==> config.mk <==
export PLATFORM = sky130hd
export DESIGN_NAME = bbms_sequencer
export DESIGN_NICKNAME = d
export VERILOG_FILES = /design/src/verilog/bbms_pkg.sv /design/src/verilog/bbms_sequencer.sv
export VERILOG_INCLUDE_DIRS = /design/src /design/src/verilog
export SDC_FILE = /design/constraint.sdc
export NUM_CORES = 1
export LEC_CHECK = 0
export BUFFER_PORTS_ARGS = -buffer_cell sky130_fd_sc_hd__buf_2
export CAP_MARGIN = 20
export CORE_MARGIN = 2
export CORE_UTILIZATION = 30
export DETAILED_ROUTE_END_ITERATION = 10
export PLACE_DENSITY_LB_ADDON = 0.3
export SYNTH_ARGS = -nofsm -noshare
export SYNTH_HDL_FRONTEND = slang
export SYNTH_SLANG_ARGS = --single-unit
==> constraint.sdc <==
create_clock -name sys_clk -period 6.2 [get_ports sys_clk]
set_input_delay 1.24 -clock sys_clk [delete_from_list [all_inputs] [get_ports sys_clk]]
set_output_delay 1.24 -clock sys_clk [all_outputs]
set_load 0.01 [all_outputs]
==> src/verilog/bbms_params.svh <==
// Timing counts and field constants for the backplane bus master sequencer.
`ifndef BBMS_PARAMS_SVH
`define BBMS_PARAMS_SVH
`define BBMS_CLK_PERIOD_NS   4
`define BBMS_ARB_MIN_NS      4
`define BBMS_ARB_CYCLES      ((`BBMS_ARB_MIN_NS + `BBMS_CLK_PERIOD_NS - 1) / `BBMS_CLK_PERIOD_NS)
`define BBMS_ADDR_W          24
`define BBMS_ADDR_LO_W       16
`define BBMS_DATA_W          16
`define BBMS_PRIO_W          4
`define BBMS_STAT_W          8
`define BBMS_CTRL_RST        5'h00
`define BBMS_HI_ADDR_ZERO    8'h00
`endif

==> src/verilog/bbms_pkg.sv <==
// Types shared by the backplane bus master sequencer.
package bbms_pkg;
  typedef enum logic [2:0] {
    BBMS_START  = 3'b000,
    BBMS_STABLE = 3'b001,
    BBMS_WAIT   = 3'b010,
    BBMS_XFER   = 3'b011,
    BBMS_IDLE   = 3'b100,
    BBMS_HOLD   = 3'b101,
    BBMS_ARB    = 3'b110
  } bbms_state_t;

  // One bus cycle request from the core side.
  typedef struct packed {
    logic [23:0] addr;
    logic [7:0]  status;
    logic [15:0] wdata;
    logic        write;
    logic        abort;
    logic        ext_addr;
  } bbms_req_t;

  // Control output strobes; all low is the null state.
  typedef struct packed {
    logic sync;
    logic stval_n_drv;
    logic wr;
    logic dbin;
    logic hlda;
  } bbms_ctrl_t;
endpackage

==> src/verilog/bbms_sequencer.sv <==
// Bus cycle sequencer for a backplane master, permanent, dummy or temporary.
`timescale 1ns/1ps
`default_nettype none
`include "bbms_params.svh"

// Function
// - Raise sync in cycle start state as new address and status appear.
// - Assert status valid strobe in address stable state once outputs are stable.
// - Sample ready and sixteen acknowledge in stable state unless abort cycle.
// - Not ready enters wait state, resampled each clock until ready, then transfer.
// - Abort cycles ignore ready and never wait because of it.
// - Data exchange happens in transfer state after stable or last wait.
// - Zero or more idle states may follow transfer; none are guaranteed. Here at least one idle follows unless hold is taken.
// - Idle keeps write and read strobes off; no status valid with sync.
// - Hold acceptance can be disabled by an input for indivisible sequences.
// - Enabled hold request enters hold right after transfer and raises acknowledge.
// - Stay in hold without cycles until hold request drops, then resume.
// - Hold wins over a simultaneous interrupt at end of transfer.
// - Interrupt taken only with no hold, instruction done, enabled and requested; nonmaskable needs no enable.
// - Vectored interrupt may run an acknowledge cycle next; nonmaskable jumps.
// - Permanent master drives low address, optional upper byte, status, control, data.
// - Dummy master runs no cycles, holds null control except hlda while in hold, arbitrates at least one clock.
// - Temporary master capable units join priority arbitration among up to sixteen.
// - Drive priority, compare, release lower bits when higher priority is seen.
// - Requester left on arbitration lines takes the bus on acknowledge rising edge.
// - Temporary owner uses the same cycle states and runs any number of cycles.
// - Temporary owner drives upper address byte, low when not extended.
// - Status valid strobe driver can be disconnected by a jumper input.
// - Four open-collector arbitration lines carry encoded priority of requesters.
module bbms_sequencer (
  input  wire logic                     sys_clk,
  input  wire logic                     nrst,
  input  wire logic                     mode_temp,
  input  wire logic                     mode_dummy,
  input  wire logic                     hold_enable,
  input  wire logic                     ext_addr_en,
  input  wire logic                     stval_jumper,
  input  wire logic [`BBMS_PRIO_W-1:0]  my_prio,
  input  wire logic                     req_valid,
  output logic                          req_ready,
  input  wire bbms_pkg::bbms_req_t      req,
  input  wire logic                     instr_done,
  input  wire logic                     int_enable,
  input  wire logic                     int_req,
  input  wire logic                     nmi_req,
  output logic                          int_accept,
  output logic                          int_is_nmi,
  output logic                          done,
  output logic [`BBMS_DATA_W-1:0]       rdata,
  output logic                          rdata_16,
  input  wire logic                     rdy_pin,
  input  wire logic                     sixtn_n_pin,
  input  wire logic                     hold_n_pin,
  input  wire logic                     phlda_pin,
  input  wire logic [`BBMS_PRIO_W-1:0]  tma_n_pin,
  input  wire logic [`BBMS_DATA_W-1:0]  din_pin,
  output logic                          hold_n_out,
  output logic                          hold_n_oe,
  output logic [`BBMS_PRIO_W-1:0]       tma_n_out,
  output logic [`BBMS_PRIO_W-1:0]       tma_n_oe,
  output logic [`BBMS_ADDR_W-1:0]       addr_out,
  output logic                          addr_hi_oe,
  output logic [`BBMS_STAT_W-1:0]       status_out,
  output logic [`BBMS_DATA_W-1:0]       dout,
  output bbms_pkg::bbms_ctrl_t          ctrl,
  output logic                          stval_n_out,
  output logic                          stval_n_oe,
  output logic                          own_bus
);
  import bbms_pkg::*;

  // ----------------------------------------------------------------
  // Reset release and pin synchronisers
  // ----------------------------------------------------------------
  logic [1:0] rst_sync_ff;
  logic       rst_n;
  always_ff @(posedge sys_clk or negedge nrst) begin
    if (!nrst) begin
      rst_sync_ff <= 2'b00;
    end else begin
      rst_sync_ff <= {rst_sync_ff[0], 1'b1};
    end
  end
  assign rst_n = rst_sync_ff[1];

  // Pins are asynchronous to this clock, so each passes two flops first.
  // Each resets to its idle level, so no false hold acknowledge edge follows reset.
  logic [7+`BBMS_DATA_W:0] pin_s1_ff;
  logic [7+`BBMS_DATA_W:0] pin_s2_ff;
  always_ff @(posedge sys_clk or negedge rst_n) begin
    if (!rst_n) begin
      pin_s1_ff <= {3'b111, 1'b0, {(`BBMS_PRIO_W+`BBMS_DATA_W){1'b1}}};
      pin_s2_ff <= {3'b111, 1'b0, {(`BBMS_PRIO_W+`BBMS_DATA_W){1'b1}}};
    end else begin
      pin_s1_ff <= {rdy_pin, sixtn_n_pin, hold_n_pin, phlda_pin, tma_n_pin, din_pin};
      pin_s2_ff <= pin_s1_ff;
    end
  end
  logic                    rdy_s, sixtn_s, hold_s, phlda_s;
  logic [`BBMS_PRIO_W-1:0] tma_s;
  logic [`BBMS_DATA_W-1:0] din_s;
  assign rdy_s   = pin_s2_ff[7+`BBMS_DATA_W];
  assign sixtn_s = ~pin_s2_ff[6+`BBMS_DATA_W];
  assign hold_s  = ~pin_s2_ff[5+`BBMS_DATA_W];
  assign phlda_s = pin_s2_ff[4+`BBMS_DATA_W];
  assign tma_s   = ~pin_s2_ff[3+`BBMS_DATA_W:`BBMS_DATA_W];
  assign din_s   = pin_s2_ff[`BBMS_DATA_W-1:0];

  // ----------------------------------------------------------------
  // Bus state machine
  // ----------------------------------------------------------------
  bbms_state_t state_ff, nxt_state;
  bbms_req_t   cur_ff;
  logic        phlda_d_ff;
  logic        have_req;
  logic        hold_take;
  logic        int_take;
  logic        arb_won;
  logic        phlda_rise;
  logic [1:0]  arb_cnt_ff;
  logic        boot_ff;
  bbms_req_t   nxt_cur;

  assign phlda_rise = phlda_s & ~phlda_d_ff;
  assign have_req   = req_valid & ~mode_dummy;
  // Hold beats interrupt; a disabled hold cannot break a locked sequence.
  assign hold_take  = ~mode_temp & hold_enable & hold_s;
  assign int_take   = ~mode_temp & ~mode_dummy & ~hold_take & instr_done
                      & ((int_enable & int_req) | nmi_req);
  assign arb_won    = (tma_s == my_prio);
  assign req_ready  = (state_ff == BBMS_IDLE) & have_req & ~hold_take & ~int_take;

  always_comb begin
    nxt_state = state_ff;
    case (state_ff)
      BBMS_START: nxt_state = BBMS_STABLE;
      BBMS_STABLE: begin
        if (cur_ff.abort || rdy_s) begin
          nxt_state = BBMS_XFER;
        end else begin
          nxt_state = BBMS_WAIT;
        end
      end
      BBMS_WAIT: begin
        if (cur_ff.abort || rdy_s) begin
          nxt_state = BBMS_XFER;
        end
      end
      BBMS_XFER: begin
        if (hold_take) begin
          nxt_state = BBMS_HOLD;
        end else begin
          nxt_state = BBMS_IDLE;
        end
      end
      BBMS_IDLE: begin
        if (mode_temp) begin
          if (!have_req) begin
            nxt_state = BBMS_ARB;
          end else begin
            nxt_state = BBMS_START;
          end
        end else if (hold_take && (!mode_dummy || arb_cnt_ff >= 2'(`BBMS_ARB_CYCLES))) begin
          nxt_state = BBMS_HOLD;
        end else if (have_req && !int_take) begin
          nxt_state = BBMS_START;
        end
      end
      BBMS_HOLD: begin
        if (!hold_s) begin
          nxt_state = BBMS_IDLE;
        end
      end
      BBMS_ARB: begin
        if (have_req && arb_won && phlda_rise) begin
          nxt_state = BBMS_START;
        end
      end
      default: nxt_state = BBMS_START;
    endcase
    // A temporary master leaves reset without the bus; a dummy never runs a cycle.
    if ((mode_temp && boot_ff)
        || (mode_dummy && state_ff != BBMS_IDLE && state_ff != BBMS_HOLD)) begin
      nxt_state = mode_temp ? BBMS_ARB : BBMS_IDLE;
    end
  end

  always_ff @(posedge sys_clk or negedge rst_n) begin
    if (!rst_n) begin
      state_ff <= BBMS_START;
    end else begin
      state_ff <= nxt_state;
    end
  end

  // Dummy master keeps the arbitration interval at least one clock.
  always_ff @(posedge sys_clk or negedge rst_n) begin
    if (!rst_n) begin
      arb_cnt_ff <= 2'b00;
    end else if (state_ff != BBMS_IDLE) begin
      arb_cnt_ff <= 2'b00;
    end else if (arb_cnt_ff != 2'b11) begin
      arb_cnt_ff <= arb_cnt_ff + 2'b01;
    end
  end

  always_ff @(posedge sys_clk or negedge rst_n) begin
    if (!rst_n) begin
      phlda_d_ff <= 1'b0;
      boot_ff    <= 1'b1;
    end else begin
      phlda_d_ff <= phlda_s;
      boot_ff    <= 1'b0;
    end
  end

  // ----------------------------------------------------------------
  // Cycle capture, data and interrupt outputs
  // ----------------------------------------------------------------
  // The bus outputs load at the edge that takes the request, so they read it through here.
  assign nxt_cur = (req_ready || (state_ff == BBMS_ARB && nxt_state == BBMS_START))
                   ? req : cur_ff;
  always_ff @(posedge sys_clk or negedge rst_n) begin
    if (!rst_n) begin
      cur_ff <= '0;
    end else begin
      cur_ff <= nxt_cur;
    end
  end

  always_ff @(posedge sys_clk or negedge rst_n) begin
    if (!rst_n) begin
      done       <= 1'b0;
      rdata      <= '0;
      rdata_16   <= 1'b0;
      int_accept <= 1'b0;
      int_is_nmi <= 1'b0;
    end else begin
      done       <= (state_ff == BBMS_XFER);
      int_accept <= (state_ff == BBMS_IDLE) & int_take;
      int_is_nmi <= (state_ff == BBMS_IDLE) & int_take & nmi_req;
      if (state_ff == BBMS_XFER && !cur_ff.write) begin
        rdata <= din_s;
      end
      if (state_ff == BBMS_STABLE && !cur_ff.abort) begin
        rdata_16 <= sixtn_s;
      end
    end
  end

  // ----------------------------------------------------------------
  // Bus outputs
  // ----------------------------------------------------------------
  logic in_cycle;
  assign in_cycle = (state_ff == BBMS_START) | (state_ff == BBMS_STABLE)
                    | (state_ff == BBMS_WAIT) | (state_ff == BBMS_XFER);
  assign own_bus  = ~mode_dummy & (~mode_temp | (state_ff != BBMS_ARB)) & (state_ff != BBMS_HOLD);

  always_ff @(posedge sys_clk or negedge rst_n) begin
    if (!rst_n) begin
      ctrl <= `BBMS_CTRL_RST;
    end else begin
      ctrl.sync        <= (nxt_state == BBMS_START) & ~mode_dummy;
      ctrl.stval_n_drv <= ((nxt_state == BBMS_STABLE) | (nxt_state == BBMS_WAIT))
                          & ~mode_dummy;
      ctrl.wr          <= cur_ff.write & ((nxt_state == BBMS_WAIT) | (nxt_state == BBMS_XFER))
                          & ~mode_dummy;
      ctrl.dbin        <= ~cur_ff.write & ((nxt_state == BBMS_WAIT) | (nxt_state == BBMS_XFER))
                          & ~mode_dummy;
      ctrl.hlda        <= (nxt_state == BBMS_HOLD) & ~mode_temp;
    end
  end

  always_ff @(posedge sys_clk or negedge rst_n) begin
    if (!rst_n) begin
      addr_out   <= '0;
      status_out <= '0;
      dout       <= '0;
    end else if (nxt_state == BBMS_START) begin
      addr_out[`BBMS_ADDR_LO_W-1:0] <= nxt_cur.addr[`BBMS_ADDR_LO_W-1:0];
      addr_out[`BBMS_ADDR_W-1:`BBMS_ADDR_LO_W] <= nxt_cur.ext_addr
          ? nxt_cur.addr[`BBMS_ADDR_W-1:`BBMS_ADDR_LO_W] : `BBMS_HI_ADDR_ZERO;
      status_out <= nxt_cur.status;
      dout       <= nxt_cur.wdata;
    end
  end

  // Upper address byte is optional on the permanent master, forced on a temporary one.
  assign addr_hi_oe  = own_bus & (mode_temp | ext_addr_en);
  assign stval_n_out = ~ctrl.stval_n_drv;
  assign stval_n_oe  = own_bus & stval_jumper;

  // ----------------------------------------------------------------
  // Temporary master request and arbitration
  // ----------------------------------------------------------------
  logic [`BBMS_PRIO_W-1:0] drive_mask;
  integer i;
  // Open-collector lines: a bit is pulled low only while its mask holds it.
  always_comb begin
    drive_mask = my_prio;
    for (i = `BBMS_PRIO_W - 1; i >= 0; i = i - 1) begin
      if (tma_s[i] && !my_prio[i]) begin
        drive_mask = drive_mask & ~((`BBMS_PRIO_W'(1) << i) - `BBMS_PRIO_W'(1));
      end
    end
  end

  assign hold_n_out = 1'b0;
  assign hold_n_oe  = mode_temp & have_req & (state_ff == BBMS_ARB);
  assign tma_n_out  = '0;
  assign tma_n_oe   = hold_n_oe ? drive_mask : '0;

  // ----------------------------------------------------------------
  // Checks
  // ----------------------------------------------------------------
  property p_sync_stval;
    @(posedge sys_clk) disable iff (!rst_n)
      !(ctrl.sync && ctrl.stval_n_drv);
  endproperty
  a_sync_stval: assert property (p_sync_stval) else $error("sync and stval together");

  property p_start_next;
    @(posedge sys_clk) disable iff (!rst_n)
      (state_ff == BBMS_START && !mode_dummy && !mode_temp) |=> state_ff == BBMS_STABLE;
  endproperty
  a_start_next: assert property (p_start_next) else $error("start not followed by stable");

  property p_abort_nowait;
    @(posedge sys_clk) disable iff (!rst_n)
      (state_ff == BBMS_STABLE && cur_ff.abort && !mode_dummy) |=> state_ff == BBMS_XFER;
  endproperty
  a_abort_nowait: assert property (p_abort_nowait) else $error("abort cycle waited");

  property p_notready_wait;
    @(posedge sys_clk) disable iff (!rst_n)
      (state_ff == BBMS_STABLE && !cur_ff.abort && !rdy_s && !mode_dummy)
      |=> state_ff == BBMS_WAIT;
  endproperty
  a_notready_wait: assert property (p_notready_wait) else $error("no wait on not ready");

  property p_hold_entry;
    @(posedge sys_clk) disable iff (!rst_n)
      (state_ff == BBMS_XFER && hold_take && !mode_dummy) |=> ctrl.hlda;
  endproperty
  a_hold_entry: assert property (p_hold_entry) else $error("hold not acknowledged");

  property p_hold_stay;
    @(posedge sys_clk) disable iff (!rst_n)
      (state_ff == BBMS_HOLD && hold_s) |=> state_ff == BBMS_HOLD;
  endproperty
  a_hold_stay: assert property (p_hold_stay) else $error("left hold early");

  property p_hold_first;
    @(posedge sys_clk) disable iff (!rst_n)
      hold_take |=> !int_accept;
  endproperty
  a_hold_first: assert property (p_hold_first) else $error("interrupt beat hold");

  property p_idle_strobes;
    @(posedge sys_clk) disable iff (!rst_n)
      (state_ff == BBMS_IDLE && $past(state_ff) == BBMS_IDLE) |-> !ctrl.wr && !ctrl.dbin;
  endproperty
  a_idle_strobes: assert property (p_idle_strobes) else $error("strobe in idle");

  property p_dummy_null;
    @(posedge sys_clk) disable iff (!rst_n)
      mode_dummy && $past(mode_dummy) |-> !ctrl.sync && !ctrl.wr && !ctrl.dbin;
  endproperty
  a_dummy_null: assert property (p_dummy_null) else $error("dummy ran a cycle");
endmodule
`default_nettype wire
==> results of run 1 <==
-- cell families (layout without fill, tap and decap cells) --
group | after synthesis | count (layout)
fa+ha+maj | 5 | 5
other cells | 2 | 7
buf+inv | 52 | 227
flops | 181 | 181
simple gates | 250 | 250
xor+xnor | 4 | 4
compound gates | 73 | 73
mux | 17 | 17
-- cell usage after synthesis, drive strengths merged, types with 2 or more instances --
master    n  area [um^2]
nand2   165          647
dfrtp   134         3350
dfstp    47         1230
nor2     45          176
a31oi    42          263
buf      25          161
inv      17         66.3
nor3     17         85.1
mux2     16          180
clkbuf   10         37.5
a221o     8         80.1
nand2b    8         57.6
a21oi     6         30.0
ha        5         62.6
o21ai     4         23.8
nand3     3         27.5
nor4      3         25.0
xnor2     3         26.3
a211oi    2         15.0
a22oi     2         20.0
and2      2         12.5
and3      2         12.5
conb      2         7.51
-- layer usage --
metal  vias to the layer above  wire length (um)  global-route usage [%]
met5                         -                11                       0
met4                         2               226                    4.63
met3                        19               934                    3.75
met1                      2249              6620                    17.1
li1                       2260                 -                       -
met2                       132              6880                    20.5
-- stage by stage --
| step | utilization, % | setup WS [ns] | instance area [um^2] | hold slack [ns] | instances |
|---|---|---|---|---|---|
| 3_5_place_dp | 35.8 | 2.07 | 7850 | 0.336 | 1012 |
| 4_1_cts | 38.5 | 2.52 | 8460 | 0.352 | 1044 |
| 5_1_grt | 38.5 | 2.31 | 8460 | 0.356 | 1044 |
| 6_report | 38.5 | 2.52 | 8460 | 0.349 | 1044 |
| 2_1_floorplan | - | 0.865 | 6770 | 0.331 | 589 |
| 3_3_place_gp | 35.8 | 2.13 | 7850 | 0.333 | 1012 |
-- layout make-up --
| class | count | area (um^2) | area share (%) |
|---|---|---|---|
| inverter | 17 | 66.3 | 0.784 |
| timing repair buffer | 178 | 903 | 10.7 |
| clock inverter | 14 | 164 | 1.94 |
| tap | 280 | 350 | 4.14 |
| sequential | 181 | 4590 | 54.3 |
| clock buffer | 18 | 439 | 5.19 |
| multi-input combinational | 356 | 1940 | 23.0 |
-- worst max-delay path by stage --
stage	endpoint	slack [ns]	depth (start not counted)
2_1_floorplan	addr_out[0]	0.87	0
3_3_place_gp	addr_out[17]	2.13	11
3_5_place_dp	addr_out[23]	2.07	11
4_1_cts	tma_n_oe[0]	2.52	5
5_1_grt	addr_out[22]	2.31	11
6_report	tma_n_oe[0]	2.52	5
-- power by group through the flow --
stage	registers [mW]	clock network [mW]	logic [mW]
floorplan	1.88	0	0.790
global placement	1.81	0	1.27
detailed placement	1.82	0	1.29
CTS	1.80	1.15	1.29
global route	1.85	1.21	1.44
finish	1.80	1.11	1.26
-- sequential cells by signal (all words and copies together), names as in the netlist, 5 cells and up --
register and count:
pin_s1_ff 24, cur_ff 51, ctrl 5, rdata 16
pin_s2_ff 24, addr_out 24, status_out 8, dout 16
-- worst reg2reg max path: cells and delay by family (launching register included) --
kind / cells / cell delay, ns
fa+ha+maj: 1 / 0.26
compound gates: 3 / 0.68
buf+inv: 2 / 0.66
flops: 1 / 0.52
simple gates: 4 / 1.01
==> impl_metrics.py, run 1 <==
metrics = {
    "outcome": {
        "status": "finished clean",
    },
    "worst_setup_path": {
        "worstReg2RegEnd": "addr_out[23]",
        "crit_buf_inv": 2,
        "critPathMaxFanout": 10,
        "critPathCaptureType": "output port",
        "max_stage_delay_ns": 0.32,
        "worstPathRequired_ns": 4.96,
        "ff2ff_path_depth": 10,
        "rr_startpoint": "pin_s2_ff[18]",
        "path_delay_family": "simple AND/OR/NAND/NOR gates",
        "r2r_slack_ns": 3.02,
        "arrival_ns": 2.44,
        "worstSetupStartpoint": "mode_dummy",
        "crit_type": "in -> out",
        "start_kind": "input port",
        "crit_chain": "buf_2 -> nor2b_1 -> nand3_1 -> nor4_1 -> buf_2",
        "cp_slowest_cell": "nor2b_1",
        "crit_top_cell": "buf_2",
    },
    "power": {
        "power_density_mw_per_mm2": 493,
        "finalPower_mw": 4.17,
        "ir_worst_vdd_uv": 253,
        "power_leakage_nw": 4.20,
        "p_int_mw": 2.71,
        "clkPwrFrac_pct": 26.5,
        "switching_power_mw": 1.46,
        "seq_power_share_pct": 43.2,
        "swShare_pct": 34.9,
        "comb_power_share_pct": 30.3,
    },
    "clock_network": {
        "cts.sinks": 181,
        "clockRootBuffer": "clkbuf_16",
        "htreeDepth": 4,
        "clk_path_buf_depth": 2,
        "cts_hold_buf": 0,
        "post_cts_buffers": 0,
        "cts-buffers-inserted": 17,
        "cts_resized": 0,
        "clk_pin_slew_worst_paths_ns": 0.06,
        "clock_latency_ns": 0.42,
        "tritoncts": "yes",
    },
    "min_path": {
        "hold_depth": 0,
        "worstHoldEndpoint": "pin_s2_ff[20]",
        "min-delay-start": "pin_s1_ff[20]",
        "hp-class": "reg -> reg",
    },
    "sta": {
        "skew_ns": 0.00888,
        "hold_violations": 0,
        "setup_viol": 0,
        "max_freq_mhz": 272,
        "final.setup.tns_ns": 0,
        "drv_slew": 0,
        "worst_pin_slew_ns": 1.04,
        "fin_crit_ns": 3.68,
        "rsz0062_at_grt": "no",
        "relSlewSlack_pct": 30.7,
        "period_share_pct": 59.3,
    },
    "synth": {
        "synth_xor_area_share_pct": 0.519,
        "synthSimpleGateAreaFrac_pct": 16.0,
        "ys_ff_latch": 181,
        "synth_compound_area_share_pct": 7.74,
        "synthFlopType": "dfrtp_1",
        "synth.avg_cell_area_um2": 11.6,
        "seq_area_frac_synth_pct": 67.9,
        "synth_top_family_by_area": "simple AND/OR/NAND/NOR gates",
        "synthAdderAreaFrac_pct": 0.926,
        "synth-edff-count": 0,
        "synthMuxAreaShare_pct": 2.82,
        "yosysUniqueCellTypes": 50,
        "async_reset_ff_share_pct": 100,
        "synth_cells": 584,
        "yosysWarnings": 0,
        "syn_area_mm2": 0.00675,
    },
    "cells_and_area": {
        "nFillCells": 2209,
        "layout_common_cells": "173 x buf_2, 154 x nand2_1, 133 x dfrtp_1, 47 x dfstp_2, 44 x nor2_1",
        "drive_gt1_share_pct": 38.6,
        "nets": 847,
        "final_common_cell": "buf_2",
        "n_antenna_cell": 0,
        "syn_to_final_growth_pct": 25.2,
    },
    "floorplanning": {
        "start_util_pct": 30.8,
        "rows": 54,
        "io_pins": 179,
        "die_height_um": 154,
        "die_w_um": 154,
        "coreArea_mm2": 0.0220,
        "dieArea_mm2": 0.0237,
    },
    "grt": {
        "grt_pass1_wl_um": 24300,
        "grt_overflow_total": 0,
        "grt_max_degree": 83,
        "grt_usage_pct": 13.0,
        "grt_pass1_vias": 4562,
        "antenna_found_initial": 1,
    },
    "routing": {
        "firstDrtPassIters": 5,
        "detail-route-antenna-nets": 0,
        "vias": 4662,
        "drc_errors": 0,
        "totalWireLength_um": 14700,
        "wl_per_cell_um": 14.1,
        "dr.first_iter.drc_count": 220,
        "viasPerCell": 4.47,
    },
    "placed_design": {
        "port_buffers": 173,
        "dp_hpwl_um": 9810,
        "place_congestion": 0.776,
    },
    "run": {
        "maxCapViolations": 0,
    },
}
Power figures use the tool's default switching activity.
==> run 2, diff against run 1 <==
==> constraint.sdc (replaced) <==
create_clock -name sys_clk -period 3.1 [get_ports sys_clk]
set_input_delay 0.62 -clock sys_clk [delete_from_list [all_inputs] [get_ports sys_clk]]
set_output_delay 0.62 -clock sys_clk [all_outputs]
set_load 0.01 [all_outputs]
==> impl_metrics.py, run 2 (synthesis gave the netlist of run 1 again) <==
metrics = {
    "power": {
        "switching_power_mw": 2.93,
        "power_leakage_nw": 4.25,
        "comb_power_share_pct": 31.1,
        "ir_worst_vdd_uv": 384,
        "seq_power_share_pct": 42.6,
        "swShare_pct": 34.7,
        "power_density_mw_per_mm2": 983,
        "p_int_mw": 5.51,
        "clkPwrFrac_pct": 26.4,
    },
    "floorplanning": {
        "rows": 54,
        "die_w_um": 154,
        "start_util_pct": 30.8,
        "dieArea_mm2": 0.0237,
        "io_pins": 179,
        "die_height_um": 154,
        "coreArea_mm2": 0.0220,
    },
    "worst_setup_path": {
        "arrival_ns": 2.08,
        "critPathCaptureType": "output port",
        "rr_startpoint": "pin_s2_ff[17]",
        "crit_type": "reg -> out",
        "start_kind": "flop",
        "worstReg2RegEnd": "addr_out[3]",
        "r2r_slack_ns": 0.56,
        "worstPathRequired_ns": 2.48,
        "crit_end": "tma_n_oe[0]",
        "worstSetupStartpoint": "state_ff[2]",
        "ff2ff_path_depth": 10,
        "critPathMaxFanout": 11,
    },
    "routing": {
        "firstDrtPassIters": 4,
        "wl_per_cell_um": 13.9,
        "drc_errors": 0,
        "viasPerCell": 4.45,
        "dr.first_iter.drc_count": 153,
        "vias": 4684,
        "totalWireLength_um": 14600,
        "detail-route-antenna-nets": 0,
    },
    "sta": {
        "max_freq_mhz": 370,
        "fin_crit_ns": 2.70,
        "skew_ns": 0.0102,
        "final.setup.tns_ns": 0,
        "setup_viol": 0,
        "period_share_pct": 87.2,
        "relSlewSlack_pct": 54.8,
        "rsz0062_at_grt": "no",
        "drv_slew": 0,
        "worst_pin_slew_ns": 0.678,
        "whs_ns": 0.293,
        "hold_violations": 0,
    },
    "cells_and_area": {
        "nets": 855,
        "final_common_cell": "buf_2",
        "fin_util_pct": 39.1,
        "syn_to_final_growth_pct": 27.1,
        "regMostFlops": "cur_ff",
        "largest_reg_flops": 51,
        "layout_common_cells": "173 x buf_2, 154 x nand2_1, 133 x dfrtp_1, 47 x dfstp_2, 44 x nor2_1",
        "nFillCells": 2156,
        "fin_cells": 1053,
        "drive_gt1_share_pct": 39.0,
    },
    "grt": {
        "grt_pass1_vias": 4576,
        "grt_max_degree": 69,
        "grt_overflow_total": 0,
        "grt_usage_pct": 12.7,
        "grt_pass1_wl_um": 24200,
        "antenna_found_initial": 0,
    },
    "clock_network": {
        "tritoncts": "yes",
        "htreeDepth": 4,
        "clk_pin_slew_worst_paths_ns": 0.07,
        "clockRootBuffer": "clkbuf_16",
        "clock_latency_ns": 0.42,
        "cts-buffers-inserted": 17,
        "cts.sinks": 181,
        "clk_path_buf_depth": 2,
    },
    "min_path": {
        "hp-class": "in -> reg",
    },
    "placed_design": {
        "dp.cells": 1019,
        "dp_hpwl_um": 10100,
        "port_buffers": 173,
        "place_congestion": 0.805,
    },
    "outcome": {
        "status": "finished clean",
    },
    "run": {
        "maxCapViolations": 0,
    },
}
[run 2: changes by cell type in the layout (fill, tap and decap cells not counted)]
cell / previous run / this run
clkbuf_1: 0 / 1
clkinv_4: 2 / 1
buf_4: 5 / 7
inv_8: 3 / 2
diode_2: 0 / 1
inv_6: 4 / 6
buf_12: 0 / 5
clkinv_2: 2 / 0
dlygate4sd3_1: 0 / 1
clkinvlp_4: 1 / 2
[run 2: how the worst min path moves through the flow]
| stage | start | endpoint | slack [ns] | cells past startpoint |
|---|---|---|---|---|
| after global placement | pin_s1_ff[20] | pin_s2_ff[20] | 0.34 | 0 |
| final | din_pin[2] | pin_s1_ff[2] | 0.29 | 1 |
| after CTS | din_pin[1] | pin_s1_ff[1] | 0.27 | 1 |
| after global routing | tma_n_pin[2] | pin_s1_ff[18] | 0.26 | 1 |
| after floorplan | nrst | rst_sync_ff[0] | 0.32 | 0 |
| after detailed placement | rst_sync_ff[0] | rst_sync_ff[1] | 0.34 | 0 |
[run 2: layout make-up]
class,instances,area [um^2],share of cell area (%)
clock inverters,13,159,1.85
well taps,280,350,4.08
multi-input cells,356,1940,22.6
inverters,17,66.3,0.773
diodes,1,2.50,0.0292
flip-flops and latches,181,4590,53.5
clock buffers,19,443,5.16
repair buffers,186,1030,12.0
[run 2: worst max-delay path, stage by stage, from the launching register on]
cell     delay [ns]
dfrtp_1        0.63
and3b_1        0.40
nand3_1        0.22
nor4_1         0.25
buf_2          0.17
[run 2: layer usage]
layer | vias up | wire length, um | global-route usage [%]
met5 | - | 0 | 0
met4 | 0 | 150 | 3.47
met3 | 7 | 702 | 3.30
met2 | 108 | 6820 | 19.9
met1 | 2284 | 6920 | 17.6
li1 | 2285 | - | -
[run 2: power groups by stage]
stage / clock (mW) / sequential, mW / combinational (mW)
after floorplan: 0 / 3.76 / 1.58
after global placement: 0 / 3.64 / 2.65
after detailed placement: 0 / 3.64 / 2.69
after CTS: 2.30 / 3.60 / 2.68
after global routing: 2.41 / 3.71 / 2.97
final: 2.22 / 3.59 / 2.62
[run 2: what timing repair did]
action / in CTS / in global routing
gates resized for setup: 0 / 0
endpoints found under the hold margin: 2 / 0
setup endpoints to repair: 0 / 0
hold buffers: 1 / 0
buffers inserted: 0 / 0
[run 2: stage by stage]
stage          area [um^2]  total power [mW]  setup slack, ns
6_report              8580              8.44            0.398
5_1_grt               8580              9.09            0.294
4_1_cts               8580              8.59            0.393
3_5_place_dp          7970              6.33            0.333
3_3_place_gp          7970              6.28            0.401
2_1_floorplan         6770              5.35            0.156
==> run 3, diff against run 2 <==
--- a/config.mk
+++ b/config.mk
@@ -6,12 +6,13 @@
 export SDC_FILE = /design/constraint.sdc
 export NUM_CORES = 1
 export LEC_CHECK = 0
-export BUFFER_PORTS_ARGS = -buffer_cell sky130_fd_sc_hd__buf_2
+export BUFFER_PORTS_ARGS = -buffer_cell sky130_fd_sc_hd__buf_4
 export CAP_MARGIN = 20
 export CORE_MARGIN = 2
 export CORE_UTILIZATION = 30
 export DETAILED_ROUTE_END_ITERATION = 10
 export PLACE_DENSITY_LB_ADDON = 0.3
+export SKIP_LAST_GASP = 1
 export SYNTH_ARGS = -nofsm -noshare
 export SYNTH_HDL_FRONTEND = slang
 export SYNTH_SLANG_ARGS = --single-unit
==> impl_metrics.py, run 3 (synthesis gave the netlist of run 1 again) <==
metrics = {
    "clock_network": {
        "clk_path_buf_depth": 2,
        "clk_pin_slew_worst_paths_ns": 0.07,
        "htreeDepth": 4,
        "clockRootBuffer": "clkbuf_16",
        "cts.sinks": 181,
        "cts-buffers-inserted": 17,
        "clock_latency_ns": 0.43,
        "cts_resized": 0,
        "tritoncts": "yes",
    },
    "worst_setup_path": {
        "start_kind": "flop",
        "worstPathRequired_ns": 2.48,
        "critPathCaptureType": "output port",
        "critPathMaxFanout": 11,
        "arrival_ns": 2.11,
        "crit_type": "reg -> out",
    },
    "placed_design": {
        "dp_hpwl_um": 10200,
        "place_congestion": 0.782,
        "post-place-ws_ns": 0.255,
        "port_buffers": 173,
    },
    "sta": {
        "period_share_pct": 87.9,
        "skew_ns": 0.0194,
        "fin_crit_ns": 2.73,
        "setup_viol": 0,
        "relSlewSlack_pct": 61.8,
        "max_freq_mhz": 367,
        "fin_ws_ns": 0.375,
        "drv_slew": 0,
        "final.setup.tns_ns": 0,
        "rsz0062_at_grt": "no",
        "worst_pin_slew_ns": 0.573,
        "hold_violations": 0,
    },
    "run": {
        "maxCapViolations": 0,
    },
    "cells_and_area": {
        "nets": 853,
        "n_antenna_cell": 0,
        "layout_common_cells": "178 x buf_4, 154 x nand2_1, 133 x dfrtp_1, 47 x dfstp_2, 44 x nor2_1",
        "syn_to_final_growth_pct": 32.8,
        "drive_gt1_share_pct": 39.0,
        "regMostFlops": "cur_ff",
        "final_common_cell": "buf_4",
        "largest_reg_flops": 51,
    },
    "floorplanning": {
        "die_height_um": 154,
        "rows": 54,
        "dieArea_mm2": 0.0237,
        "start_util_pct": 30.8,
        "coreArea_mm2": 0.0220,
        "io_pins": 179,
        "die_w_um": 154,
    },
    "routing": {
        "totalWireLength_um": 14800,
        "wl_per_cell_um": 14.1,
        "drc_errors": 0,
        "firstDrtPassIters": 5,
        "dr.first_iter.drc_count": 132,
        "detail-route-antenna-nets": 0,
        "vias": 4637,
        "viasPerCell": 4.42,
    },
    "outcome": {
        "status": "finished clean",
    },
    "power": {
        "comb_power_share_pct": 33.5,
        "power_leakage_nw": 4.35,
        "p_int_mw": 5.63,
        "finalPower_mw": 8.58,
        "swShare_pct": 34.4,
        "switching_power_mw": 2.96,
        "seq_power_share_pct": 42.2,
        "clkPwrFrac_pct": 24.3,
        "power_density_mw_per_mm2": 957,
        "ir_worst_vdd_uv": 406,
    },
    "grt": {
        "grt_overflow_total": 0,
        "grt_pass1_wl_um": 24100,
        "grt_max_degree": 82,
        "grt_usage_pct": 12.8,
        "antenna_found_initial": 0,
        "grt_pass1_vias": 4649,
    },
    "min_path": {
        "hp-class": "in -> reg",
    },
}
## run 3: worst max-delay path, stage by stage (launching register included)
cell and delay [ns]:
dfrtp_1 0.61, and3b_1 0.39, nand3_1 0.22, nor4_1 0.29
buf_4 0.17
## run 3: path summary, 6_finish.rpt
kind / from / endpoint / slack, ns / cells past startpoint
worst min register to register: rst_sync_ff[1] / rdata[5] / 0.34 / 0
worst max register to register: pin_s2_ff[17] / status_out[2] / 0.45 / 11
min in group asynchronous: rst_sync_ff[1] / rdata[5] / 0.34 / 0
max in group asynchronous: rst_sync_ff[1] / pin_s2_ff[14] / 1.92 / 1
worst min-delay path: din_pin[2] / pin_s1_ff[2] / 0.29 / 1
worst max-delay path: state_ff[2] / tma_n_oe[0] / 0.37 / 4
## run 3: layout make-up
cell class              instances  area (um^2)
fillers                      2129        13000
flip-flops and latches        181         4590
multi-input cells             356         1940
repair buffers                184         1450
clock buffers                  19          464
well taps                     280          350
clock inverters                13          106
inverters                      17         66.3
## run 3: power groups by stage
stage	combinational, mW	clock, mW	sequential (mW)
2_1_floorplan	1.58	0	3.76
3_3_place_gp	2.87	0	3.65
3_5_place_dp	2.94	0	3.67
4_1_cts	2.94	2.17	3.63
5_1_grt	3.20	2.26	3.73
6_report	2.88	2.09	3.62
## run 3: layer usage
layer	part of all wire (%)	vias to the layer above	global-route usage (%)
li1	-	2272	-
met1	45	2243	16.7
met5	0	-	0
met3	5.5	9	3.78
met2	48	113	20.5
met4	1.1	0	4.27
## run 3: repair_timing
item	CTS	global route
hold endpoints to repair	2	0
hold buffers	1	0
endpoints found under the setup margin	0	0
setup buffers	0	0
## run 3: stage by stage
stage / instances / area (um^2) / util (%) / hold slack [ns]
final: 1050 / 8970 / 40.8 / 0.292
after global routing: 1050 / 8970 / 40.8 / 0.264
after CTS: 1050 / 8970 / 40.8 / 0.273
after detailed placement: 1017 / 8390 / 38.2 / 0.338
after global placement: 1017 / 8390 / 38.2 / 0.334
after floorplan: 589 / 6770 / - / 0.324
